===== src/igsr_params.svh =====
// Constants for the ion gauge setpoint relay control block
//
// Function
// - Degas runs for programmed minutes, 2 to 10, default 2.
// - Degas request honoured only while the selected filament is on.
// - Sensitivity held, adjustable 2 to 99, preloaded with factory value.
// - At most one of two filaments operated; select defaults to first.
// - Low below high: energize under low, de-energize above high.
// - Low above high: energize above low, de-energize below high.
// - Setpoints accepted only within 1.00E-11 to 3.00E-02 Torr.
// - Low setpoint starts at 1.00E-06, high at 5.00E-06 Torr.
// - Relay test mode, default off, toggles relay overriding comparison.
// - Ion-only analog mode: 0 to 9 V, 1 V per decade.
// - Combined mode: merged pressure, 0.5 to 7 V, 0.5 V per decade.
// - Four hour totals readable, all zero at start.
`ifndef IGSR_PARAMS_SVH
`define IGSR_PARAMS_SVH
// Register byte offsets
`define IGSR_CTRL 8'h00
`define IGSR_DEGAS_MIN 8'h04
`define IGSR_SENS 8'h08
`define IGSR_LO_SP 8'h0C
`define IGSR_HI_SP 8'h10
`define IGSR_STATUS 8'h14
`define IGSR_HOURS0 8'h18
`define IGSR_DEGAS_LEFT 8'h28
// Control field positions
`define IGSR_B_FILSEL 0
`define IGSR_B_TEST 1
`define IGSR_B_COMB 2
`define IGSR_B_TOGGLE 3
// Pressure code: (exponent + 12) * 1000 + mantissa * 100
`define IGSR_SP_MIN 16'h044C
`define IGSR_SP_MAX 16'h283C
`define IGSR_LO_RST 16'h17D4
`define IGSR_HI_RST 16'h1964
`define IGSR_CONV_SWITCH 16'h2454
// Degas minutes and sensitivity limits
`define IGSR_DMIN_LO 4'h2
`define IGSR_DMIN_HI 4'hA
`define IGSR_SENS_LO 7'h02
`define IGSR_SENS_HI 7'h63
// Analog scaling in millivolts
`define IGSR_ION_MAX_MV 14'h2328
`define IGSR_COMB_MIN_MV 14'h01F4
`define IGSR_COMB_MAX_MV 14'h1B58
// Timing
`define IGSR_CLK_HZ 64'd25000000
`define IGSR_MINUTE_S 64'd60
`define IGSR_HOUR_S 64'd3600
`define IGSR_CYC_MIN (`IGSR_CLK_HZ * `IGSR_MINUTE_S)
`define IGSR_CYC_HOUR (`IGSR_CLK_HZ * `IGSR_HOUR_S)
`endif


===== src/igsr_pkg.sv =====
// Types for the ion gauge setpoint relay control block
package igsr_pkg;
    typedef logic [15:0] igsr_press_t;
    typedef enum logic [1:0] {
        IGSR_DG_IDLE = 2'b00,
        IGSR_DG_RUN = 2'b01
    } igsr_degas_e;
endpackage


===== src/igsr_top.sv =====
// Ion gauge degas timer, setpoint relay, analog scaling and hour logs
`timescale 1ns/1ps
`include "igsr_params.svh"
module igsr_top
    import igsr_pkg::*;
#(
    parameter logic [31:0] CYC_PER_MIN = 32'(`IGSR_CYC_MIN),
    parameter logic [39:0] CYC_PER_HOUR = 40'(`IGSR_CYC_HOUR),
    parameter logic [6:0] FACTORY_SENS = 7'h0A, // arbitrary sensor value
    parameter int HOUR_W = 20,
    parameter logic [4:0] ION_ZERO_DEC = 5'h02, // 0 V decade index
    parameter logic [4:0] COMB_ZERO_DEC = 5'h02
) (
    // Clock and reset
    input wire logic i_core_clk,
    input wire logic i_rst,
    // Register port
    input wire logic [7:0] i_addr,
    input wire logic [31:0] i_wdata,
    input wire logic i_wr,
    input wire logic i_rd,
    output logic [31:0] o_rdata,
    // Gauge inputs
    input wire logic i_fil_on,
    input wire logic i_degas_req,
    input wire logic i_degas_stop,
    input wire logic [15:0] i_ion_press,
    input wire logic [15:0] i_conv_press,
    // Filament, degas and sensitivity outputs
    output logic o_fil1_drive,
    output logic o_fil2_drive,
    output logic o_degas,
    output logic [6:0] o_sensitivity,
    // Relay and analog output
    output logic o_relay,
    output logic [13:0] o_analog_mv
);
    // Elaboration checks
    if (CYC_PER_MIN < 32'd2 || CYC_PER_HOUR < 40'd2) begin : g_bad_cnt
        $error("igsr_top: count parameters too small");
    end
    if (HOUR_W < 1 || HOUR_W > 32) begin : g_bad_w
        $error("igsr_top: HOUR_W must be 1 to 32");
    end
    // Setpoint range check
    function automatic logic sp_ok(input logic [15:0] v);
        return v >= `IGSR_SP_MIN && v <= `IGSR_SP_MAX;
    endfunction

    // Log10 of mantissa leading digit, in millidecades
    function automatic logic [9:0] frac_md(input logic [9:0] m);
        logic [3:0] d;
        d = 4'(m / 10'd100);
        case (d)
            4'h2: return 10'h12D;
            4'h3: return 10'h1DD;
            4'h4: return 10'h25A;
            4'h5: return 10'h2BB;
            4'h6: return 10'h30A;
            4'h7: return 10'h34D;
            4'h8: return 10'h387;
            4'h9: return 10'h3BA;
            default: return 10'h000;
        endcase
    endfunction

    // Pressure code to millidecades above a zero decade
    function automatic logic [15:0] md_above(input logic [15:0] p,
                                             input logic [4:0] z);
        logic [4:0] dec;
        logic [9:0] man;
        dec = 5'(p / 16'd1000);
        man = 10'(p % 16'd1000);
        if (dec < z) begin
            return 16'h0000;
        end
        return 16'(16'(dec - z) * 16'd1000) + 16'(frac_md(man));
    endfunction

    logic fil_sel_r;
    logic test_en_r;
    logic comb_r;
    logic test_state_r;
    logic [3:0] degas_min_r;
    logic [6:0] sens_r;
    logic [15:0] lo_sp_r;
    logic [15:0] hi_sp_r;
    logic cmp_r;
    igsr_degas_e dg_st_r;
    logic [31:0] dg_cyc_r;
    logic [3:0] dg_left_r;
    logic [39:0] pre_r [4];
    logic [HOUR_W-1:0] hours_r [4];
    logic [31:0] rdata_r;
    logic wr_ctrl;
    logic dg_wrap;
    assign wr_ctrl = i_wr && i_addr == `IGSR_CTRL;
    // Control bits
    always_ff @(posedge i_core_clk) begin
        if (i_rst) begin
            fil_sel_r <= 1'b0;
            test_en_r <= 1'b0;
            comb_r <= 1'b0;
        end else if (wr_ctrl) begin
            fil_sel_r <= i_wdata[`IGSR_B_FILSEL];
            test_en_r <= i_wdata[`IGSR_B_TEST];
            comb_r <= i_wdata[`IGSR_B_COMB];
        end
    end

    // Test relay state, toggled on command
    always_ff @(posedge i_core_clk) begin
        if (i_rst) begin
            test_state_r <= 1'b0;
        end else if (!test_en_r) begin
            test_state_r <= cmp_r;
        end else if (wr_ctrl && i_wdata[`IGSR_B_TOGGLE]) begin
            test_state_r <= !test_state_r;
        end
    end

    // Degas minutes, out of range writes ignored
    always_ff @(posedge i_core_clk) begin
        if (i_rst) begin
            degas_min_r <= `IGSR_DMIN_LO;
        end else if (i_wr && i_addr == `IGSR_DEGAS_MIN
                     && i_wdata[31:0] >= 32'(`IGSR_DMIN_LO)
                     && i_wdata[31:0] <= 32'(`IGSR_DMIN_HI)) begin
            degas_min_r <= i_wdata[3:0];
        end
    end

    // Sensitivity
    always_ff @(posedge i_core_clk) begin
        if (i_rst) begin
            sens_r <= FACTORY_SENS;
        end else if (i_wr && i_addr == `IGSR_SENS
                     && i_wdata >= 32'(`IGSR_SENS_LO)
                     && i_wdata <= 32'(`IGSR_SENS_HI)) begin
            sens_r <= i_wdata[6:0];
        end
    end

    // Setpoints, accepted only in range
    always_ff @(posedge i_core_clk) begin
        if (i_rst) begin
            lo_sp_r <= `IGSR_LO_RST;
            hi_sp_r <= `IGSR_HI_RST;
        end else if (i_wr && i_wdata[31:16] == 16'h0000
                     && sp_ok(i_wdata[15:0])) begin
            if (i_addr == `IGSR_LO_SP) begin
                lo_sp_r <= i_wdata[15:0];
            end
            if (i_addr == `IGSR_HI_SP) begin
                hi_sp_r <= i_wdata[15:0];
            end
        end
    end

    // Setpoint comparator with hysteresis
    always_ff @(posedge i_core_clk) begin
        if (i_rst) begin
            cmp_r <= 1'b0;
        end else if (lo_sp_r > hi_sp_r) begin
            if (i_ion_press > lo_sp_r) begin
                cmp_r <= 1'b1;
            end else if (i_ion_press < hi_sp_r) begin
                cmp_r <= 1'b0;
            end
        end else begin
            if (i_ion_press < lo_sp_r) begin
                cmp_r <= 1'b1;
            end else if (i_ion_press > hi_sp_r) begin
                cmp_r <= 1'b0;
            end
        end
        // Between setpoints nothing changes
    end

    // Relay output, test mode overrides
    assign o_relay = test_en_r ? test_state_r : cmp_r;

    // Degas timer
    assign dg_wrap = dg_cyc_r == CYC_PER_MIN - 32'd1;
    always_ff @(posedge i_core_clk) begin
        if (i_rst) begin
            dg_st_r <= IGSR_DG_IDLE;
            dg_cyc_r <= 32'd0;
            dg_left_r <= 4'h0;
        end else begin
            case (dg_st_r)
                IGSR_DG_IDLE: begin
                    if (i_degas_req && i_fil_on) begin
                        dg_st_r <= IGSR_DG_RUN;
                        dg_cyc_r <= 32'd0;
                        dg_left_r <= degas_min_r;
                    end
                end
                IGSR_DG_RUN: begin
                    if (!i_fil_on || i_degas_stop) begin
                        dg_st_r <= IGSR_DG_IDLE;
                        dg_left_r <= 4'h0;
                    end else if (dg_wrap) begin
                        dg_cyc_r <= 32'd0;
                        dg_left_r <= dg_left_r - 4'h1;
                        if (dg_left_r == 4'h1) begin
                            dg_st_r <= IGSR_DG_IDLE;
                        end
                    end else begin
                        dg_cyc_r <= dg_cyc_r + 32'd1;
                    end
                end
                default: begin
                    dg_st_r <= IGSR_DG_IDLE;
                end
            endcase
        end
    end
    assign o_degas = dg_st_r == IGSR_DG_RUN;

    // One filament at a time
    assign o_fil1_drive = i_fil_on && !fil_sel_r;
    assign o_fil2_drive = i_fil_on && fil_sel_r;
    assign o_sensitivity = sens_r;

    // Hour logs: 0,1 on-time, 2,3 degas time, per filament
    always_ff @(posedge i_core_clk) begin
        for (int k = 0; k < 4; k++) begin
            if (i_rst) begin
                pre_r[k] <= 40'd0;
                hours_r[k] <= '0;
            end else if ((k < 2 ? i_fil_on : o_degas)
                         && fil_sel_r == k[0]) begin
                if (pre_r[k] == CYC_PER_HOUR - 40'd1) begin
                    pre_r[k] <= 40'd0;
                    hours_r[k] <= hours_r[k] + 1'b1;
                end else begin
                    pre_r[k] <= pre_r[k] + 40'd1;
                end
            end
        end
    end

    // Analog output scaling
    always_ff @(posedge i_core_clk) begin
        logic [15:0] md;
        logic [15:0] mv;
        md = 16'h0000;
        mv = 16'h0000;
        if (i_rst) begin
            o_analog_mv <= 14'h0000;
        end else if (comb_r) begin
            if (!i_fil_on || i_conv_press >= `IGSR_CONV_SWITCH) begin
                md = md_above(i_conv_press, COMB_ZERO_DEC);
            end else begin
                md = md_above(i_ion_press, COMB_ZERO_DEC);
            end
            mv = 16'(`IGSR_COMB_MIN_MV) + (md >> 1);
            o_analog_mv <= mv > 16'(`IGSR_COMB_MAX_MV)
                ? `IGSR_COMB_MAX_MV : mv[13:0];
        end else begin
            md = md_above(i_ion_press, ION_ZERO_DEC);
            o_analog_mv <= md > 16'(`IGSR_ION_MAX_MV)
                ? `IGSR_ION_MAX_MV : md[13:0];
        end
    end

    // Read data, valid the cycle after the strobe
    always_ff @(posedge i_core_clk) begin
        if (i_rst || !i_rd) begin
            rdata_r <= 32'h0000_0000;
        end else begin
            case (i_addr)
                `IGSR_CTRL: rdata_r <= {29'h0, comb_r, test_en_r, fil_sel_r};
                `IGSR_DEGAS_MIN: rdata_r <= {28'h0, degas_min_r};
                `IGSR_SENS: rdata_r <= {25'h0, sens_r};
                `IGSR_LO_SP: rdata_r <= {16'h0, lo_sp_r};
                `IGSR_HI_SP: rdata_r <= {16'h0, hi_sp_r};
                `IGSR_STATUS: rdata_r <= {27'h0, i_fil_on, test_state_r,
                                          o_degas, cmp_r, o_relay};
                8'h18: rdata_r <= 32'(hours_r[0]);
                8'h1C: rdata_r <= 32'(hours_r[1]);
                8'h20: rdata_r <= 32'(hours_r[2]);
                8'h24: rdata_r <= 32'(hours_r[3]);
                `IGSR_DEGAS_LEFT: rdata_r <= {28'h0, dg_left_r};
                default: rdata_r <= 32'h0000_0000;
            endcase
        end
    end
    assign o_rdata = rdata_r;
endmodule // igsr_top


===== config.mk =====
export PLATFORM = sky130hd
export DESIGN_NAME = igsr_top
export DESIGN_NICKNAME = d
export VERILOG_FILES = /design/src/igsr_pkg.sv /design/src/igsr_top.sv
export VERILOG_INCLUDE_DIRS = /design/src
export SDC_FILE = /design/constraint.sdc
export NUM_CORES = 1
export LEC_CHECK = 0
export BUFFER_PORTS_ARGS = -buffer_cell sky130_fd_sc_hd__buf_2
export CORE_UTILIZATION = 58
export CTS_BUF_LIST = sky130_fd_sc_hd__clkbuf_4
export CTS_CLUSTER_DIAMETER = 120
export CTS_CLUSTER_SIZE = 14
export DETAILED_ROUTE_END_ITERATION = 10
export PLACE_DENSITY = 0.81
export RECOVER_POWER = 50
export SYNTH_ARGS = -nofsm -noshare
export SYNTH_HDL_FRONTEND = slang
export SYNTH_SLANG_ARGS = --single-unit

===== constraint.sdc =====
create_clock -name i_core_clk -period 13.8 [get_ports i_core_clk]
set_input_delay 0.69 -clock i_core_clk [delete_from_list [all_inputs] [get_ports i_core_clk]]
set_output_delay 0.69 -clock i_core_clk [all_outputs]
set_load 0.01 [all_outputs]

# Word level (Yosys, flattened, before mapping)

Memories as Yosys holds them, arrays and structs flattened.
Cells that the tools add are included.

Register bits: 132
Memories: 5
Bits in writable memories: 240
Word-level logic and storage cells: 231
Memory bits (read-only): 480
Bits of input ports: 79

Reductions and logical operators: 35
Div/mod/pow operators: 6
Equal/unequal tests: 23
$lt $le $gt $ge: 15
Multiplexer cells: 102
Bitwise operators: 13
Add/subtract/negate cells: 16
$mul: 2

Memories:

| name             | depth | width | rd ports | clocked after memory_dff | wr ports | line           | source |
|---|---|---|---|---|---|---|---|
| (name not given) | 16    | 10    | 1        | 0                        | 0        | igsr_top.sv:54 | `case (d)` |
| (name not given) | 16    | 10    | 1        | 0                        | 0        | igsr_top.sv:54 |  |
| (name not given) | 16    | 10    | 1        | 0                        | 0        | igsr_top.sv:54 |  |
| pre_r            | 4     | 40    | 4        | 0                        | 4        | igsr_top.sv:92 | `logic [39:0] pre_r [4];` |
| hours_r          | 4     | 20    | 4        | 0                        | 4        | igsr_top.sv:93 | `logic [HOUR_W-1:0] hours_r [4];` |

Operator list:

| kind                   | number |
|---|---|
| $mux 40                | 8 |
| $pmux 20 s11           | 1 |
| $add 40x1->40 const B  | 4 |
| $eq 40x37->1 const B   | 4 |
| $mux 16                | 10 |
| $mux 10                | 11 |
| $mux 32                | 3 |
| $add 20x1->20 const B  | 4 |
| $mux 20                | 4 |
| $pmux 32 s2            | 1 |
| $mux 1                 | 52 |
| $add 16x10->16         | 3 |
| $gt 16x16->1           | 3 |
| $mux 14                | 3 |
| $add 32x1->32 const B  | 1 |
| $div 16x10->16 const B | 2 |
| $eq 32x31->1 const B   | 1 |
| $eq 8x5->1 const B     | 4 |
| $ge 32x2->1 const B    | 1 |
| $le 32x4->1 const B    | 1 |
| $le 32x7->1 const B    | 1 |
| $lt 16x16->1           | 2 |
| $mod 16x10->16 const B | 2 |
| $mul 16x7->13 const B  | 2 |
| 34 further kinds       | 84 |

# Longest topological paths before layout

Word-level depth: 19
Gate-level depth with buffers: 56

# Least setup slack after synthesis

Ideal clock, no wire load.

Path type: in2reg
Start point: in i_conv_press[9]
End point: reg o_analog_mv[5]
Slack: 2783 ps
Path buffers: 1
Arrival time: 10921 ps
Stages on the path: 45
Library setup time: 95 ps
Required time: 13705 ps
Path through: buf_2 -> o211ai_1 -> or3b_2 -> o211ai_1 -> nor4b_2 -> mux2_2 -> o21ai_1 -> o221ai_1 -> a311oi_2 -> nand4_1 -> a31o_2 -> a221o_1 -> a21boi_1 -> nand3_1 -> o21ai_1 -> xnor2_1 -> inv_1 -> o211a_1 -> [... 9 more ...] -> ha_1 -> a21o_1 -> a21oi_1 -> o21bai_1 -> a21oi_1 -> o21bai_1 -> a21oi_1 -> nor2_1 -> xor2_1 -> a22oi_1 -> or3_1 -> nor3b_1 -> mux2i_1 -> a211oi_1 -> and4_1 -> a41oi_2 -> or3_1 -> o311ai_1

Word-level cells in the longest chain between the ends: 16
Elaborated cells between the ends (all ways): 26
Classes of those cells: 3 x add/sub; 1 x mul; 3 x div; 3 x order compare; 14 x mux; 1 x reduce/logical; 1 x memory

Ends and longest elaborated chain:

| what                 | line            | source |
|---|---|---|
| start, declared      | igsr_top.sv:28  | `input wire logic [15:0] i_conv_press,` |
| $mod 16x10->16       | igsr_top.sv:73  | `man = 10'(p % 16'd1000);` |
| $div 10x7->10        | igsr_top.sv:53  | `d = 4'(m / 10'd100);` |
| $mem_v2 16x10        | -               |  |
| $mux 10              | igsr_top.sv:77  | `return 16'(16'(dec - z) * 16'd1000) + 16'(frac_md(man));` |
| $mux 10              | igsr_top.sv:253 | `` if (!i_fil_on \|\| i_conv_press >= `IGSR_CONV_SWITCH) begin `` |
| $mux 10              | igsr_top.sv:252 | `end else if (comb_r) begin` |
| $mux 10              | igsr_top.sv:250 | `if (i_rst) begin` |
| $add 16x10->16       | igsr_top.sv:77  |  |
| $mux 16              | igsr_top.sv:77  |  |
| $mux 16 (*)          | igsr_top.sv:253 |  |
| $mux 16 (*)          | igsr_top.sv:252 |  |
| $mux 16 (*)          | igsr_top.sv:250 |  |
| $add 9x15->16 (*)    | igsr_top.sv:258 | `` mv = 16'(`IGSR_COMB_MIN_MV) + (md >> 1); `` |
| $gt 16x13->1         | igsr_top.sv:259 | `` o_analog_mv <= mv > 16'(`IGSR_COMB_MAX_MV) `` |
| $mux 14 (*)          | igsr_top.sv:259 |  |
| $mux 14 (*)          | igsr_top.sv:252 |  |
| end signal, assigned | igsr_top.sv:259 |  |
| end signal, assigned | igsr_top.sv:263 | `` o_analog_mv <= md > 16'(`IGSR_ION_MAX_MV) `` |
| end, declared        | igsr_top.sv:36  | `output logic [13:0] o_analog_mv` |

Every way passes the cells marked *; elsewhere a longest branch is shown, timed or not. The select of a mux whose other input is x is not followed.
A chain may end at the register's enable or synchronous reset.

# Worst setup path in the final report

Start point: in i_conv_press[8]
End point: reg o_analog_mv[5]

Same word-level chain as after synthesis.

==> key figures <==
Outcome
  • Status: finished with violations
  • Violations in the final reports: max-capacitance violations, max-slew violations

Worst setup path
  • Crit path DAT: 13.40 ns
  • CP Max Fanout: 18
  • Crit path max-delay family: compound AO/OA/AOI/OAI gates
  • Req. time, crit path: between 10 and 15 ns
  • R2R Path Start: pre_r[1][0]
  • Crit path capture type: flip-flop
  • CP max stage delay: roughly 0.75 ns
  • Crit path kind: input port to flip-flop
  • Reg2Reg Setup Slack: 10.34 ns
  • Crit path top cell by count: a21oi_1
  • Worst Setup Start Kind: input port
  • Bufs and invs on worst path: 1
  • CP max-delay cell: o211ai_1
  • Reg2reg end: pre_r[1][38]
  • Reg2reg path depth: 15

Route
  • Final wirelength: 70.1 mm
  • Via count: 24400
  • Via density: 6.31
  • Drt pass-1 iters: 7
  • Drt drc: 0
  • Antenna Nets Post-Route: 0
  • Initial DRC count: between 2000 and 2500
  • Wire length per cell: 18.1 microns

Place
  • PortBufs: 121
  • Final GP Congestion: 0.987
  • Post-placement cell count: 3819
  • Dpl hpwl: 52.9 mm

Layout
  • Non-filler cells, final: 3875
  • Post-layout net count: 3490
  • Layout cell share with drive strength beyond 1: 6.71%
  • Area grow syn2layout: 4.63%

Min path
  • Hold-critical path depth: 3
  • Hold WC Path Type: input port to flip-flop
  • Hold path start: i_wdata[11]
  • Min-Delay Endpoint: hi_sp_r[11]

Clocking
  • H-tree levels: 1
  • Total CTS buffers: 29
  • Clk root buf: clkbuf_4
  • Clk slew on worst S/H paths: 0.17 ns
  • Clock Sinks: 359
  • Hold-fix buffers, CTS: 0
  • TritonCTS clock tree: done
  • Postcts setup bufs: 0
  • CTS Buffer Depth: 3
  • Worst-Skew Late Latency: 0.81 ns

Timing
  • Slew @ Worst Pin: about 3.2 ns
  • RSZ-0062 raised after global routing: no
  • Skew final: 0.0323 ns
  • Fin Setup TNS: 0 ns
  • Period utilization: ~92%
  • Slew HR: -113%
  • Final setup violating endpoints: 0
  • Slew Limit Fails: 378
  • Minimum clock period: 12.71 ns
  • Peak Freq: 78.7 MHz
  • Final Hold Vio Count: 0

Floorplanning
  • Starting utilization of the core area: 59.3%
  • Die W: 221 microns
  • Core ar.: 47000 sq um
  • Row Count: just under 80
  • Die area: between 40000 and 50000 sq um
  • I/O pin count: 136
  • Die Y: 221 microns

Yosys
  • Register area share after synthesis: 34.5%
  • Ys async rst share: 0%
  • Post-synth top area share: roughly 26%
  • Cells after Synth: about 3200
  • Mapped Avg Cell Area: 8.71 sq um
  • Post-synth cell types: approximately 120
  • Syn Std Cell Area: 27800 sq um
  • Yosys Warn Count: 0
  • Most frequent cell after synthesis: nor2_1
  • #FFs+latches synth: 359
  • Top cells by area, synth: edfxtp_1 26%, dfxtp_1 8.6%, ha_1 6.2%
  • Most common library cells after synthesis: 443 x nor2_1, 260 x nand2_1, 240 x edfxtp_1, 167 x xor2_1, 165 x xnor2_1
  • Post-synth EDFFs: between 200 and 250
  • Cell taking the most area after synthesis: edfxtp_1
  • Most used DFF post-synth: edfxtp_1

Power
  • Worst vdd ir: 573 uV
  • Clock power frac: 6.8%
  • Switch share: 50.6%
  • Seq pwr share: 16.6%
  • Net Sw Power: around 0.0038 W
  • P_int: roughly 0.0037 W
  • Gate power share: 76.7%
  • Leak Pwr: 10.6 nW
  • PD cells: 260 nW/um^2

GRT
  • Initial antenna violation count: 2
  • Vias in the first global route: 23100
  • Grt ovf: 0
  • Total track usage: 27.7%
  • First-pass GRT wire length: 114 mm
  • Largest net degree at the start of global routing: 60

Flow run
  • MaxCap Viol Count: 10
[cells in the final DEF, fill, tap and decap left out, types with 27 or more instances in the layout]
master / synthesis / layout
a21o_1: 28 / 28
a21oi_1: 144 / 143
a222oi_1: 32 / 32
and3_1: 71 / 71
and4_1: 27 / 27
buf_2: 17 / 75
clkbuf_1: 94 / 56
clkbuf_4: 0 / 52
dfxtp_1: 119 / 119
edfxtp_1: 240 / 240
fa_1: 31 / 31
ha_1: 137 / 137
inv_1: 158 / 158
mux2i_1: 46 / 46
nand2_1: 260 / 260
nand2b_1: 28 / 28
nand3_1: 153 / 153
nand4_1: 74 / 74
nor2_1: 443 / 443
nor2b_1: 27 / 27
nor3_1: 71 / 69
nor4_1: 39 / 39
o211ai_1: 40 / 40
o21ai_0: 104 / 104
or3_1: 39 / 39
xnor2_1: 165 / 165
xor2_1: 167 / 167
[state kept, by name (all words and copies together) (netlist names)]
| name | count |
|---|---|
| test_state_r | 1 |
| fil_sel_r | 1 |
| degas_min_r | 4 |
| lo_sp_r | 16 |
| hours_r | 80 |
| o_analog_mv | 14 |
| pre_r | 160 |
| cmp_r | 1 |
| comb_r | 1 |
| dg_cyc_r | 32 |
| o_sensitivity | 7 |
| hi_sp_r | 16 |
| dg_st_r | 1 |
| o_rdata | 20 |
| test_en_r | 1 |
| dg_left_r | 4 |
[worst max path at each step]
stage | from | slack (ns) | depth (start not counted) | endpoint
3_3_place_gp | i_conv_press[8] | 0.81 | 44 | o_analog_mv[5]
6_report | i_conv_press[8] | 1.09 | 44 | o_analog_mv[5]
4_1_cts | i_conv_press[8] | 1.04 | 44 | o_analog_mv[5]
2_1_floorplan | i_conv_press[9] | 2.78 | 45 | o_analog_mv[5]
3_5_place_dp | i_conv_press[8] | 0.19 | 44 | o_analog_mv[5]
5_1_grt | i_conv_press[8] | 0.12 | 44 | o_analog_mv[5]
[per-layer routing]
layer	track usage, %	vias up	wire length (microns)
met3	3.44	130	4850
met2	47.4	920	33000
met4	7.94	2	2030
li1	-	11700	-
met5	0	-	13
met1	36.7	11700	30100
[final cells by class]
cell class,instances,area (sq um)
multi-input cells,2546,17100
fillers,4026,17800
well taps,607,759
diodes,2,5.00
clock inverters,2,15.0
flip-flops and latches,359,9590
clock buffers,52,390
inverters,164,618
repair buffers,143,676
[power groups by stage]
stage	Combinational, W	Clock (W)	Sequential, W
final	0.00581	0.000511	0.00125
after global routing	0.00645	0.000558	0.00126
after detailed placement	0.00568	0	0.00127
after floorplan	0.00459	0	0.00127
after CTS	0.00572	0.000523	0.00125
after global placement	0.00559	0	0.00127
[through the flow]
stage | worst slack (ns) | power, W | utilization, % | hold slack [ns] | cell area (sq um)
after global placement | 0.810 | 0.00686 | 61.4 | 0.463 | 28800
after detailed placement | 0.192 | 0.00696 | 61.4 | 0.478 | 28800
after CTS | 1.04 | 0.00750 | 62.2 | 0.112 | 29200
final | 1.09 | 0.00757 | 62.0 | 0.150 | 29100
after global routing | 0.123 | 0.00827 | 62.0 | 0.132 | 29100
after floorplan | 2.78 | 0.00586 | - | 0.454 | 27900
[logic make-up after synthesis]
family	count (synthesis)	share of synthesized area, %
AND/OR/NAND/NOR	1326	23.3
AO/OA/AOI/OAI	642	16.4
flip-flops	359	34.5
XOR/XNOR	332	10.4
buffers and inverters	299	4.42
adder cells (fa/ha/maj)	174	8.61
multiplexers	60	2.32
other	1	0.0135
[what timing repair did]
item                                    CTS  global route
gates resized for setup                   0             1
endpoints found under the setup margin    0             2
hold endpoints to repair                  0             0
[worst min-delay path: cells and delay by family]
family / cells / cell delay [ns]
buf+inv: 1 / 0.11
simple gates: 1 / 0.05
compound gates: 1 / 0.08
(Power assumes the default switching activity.)
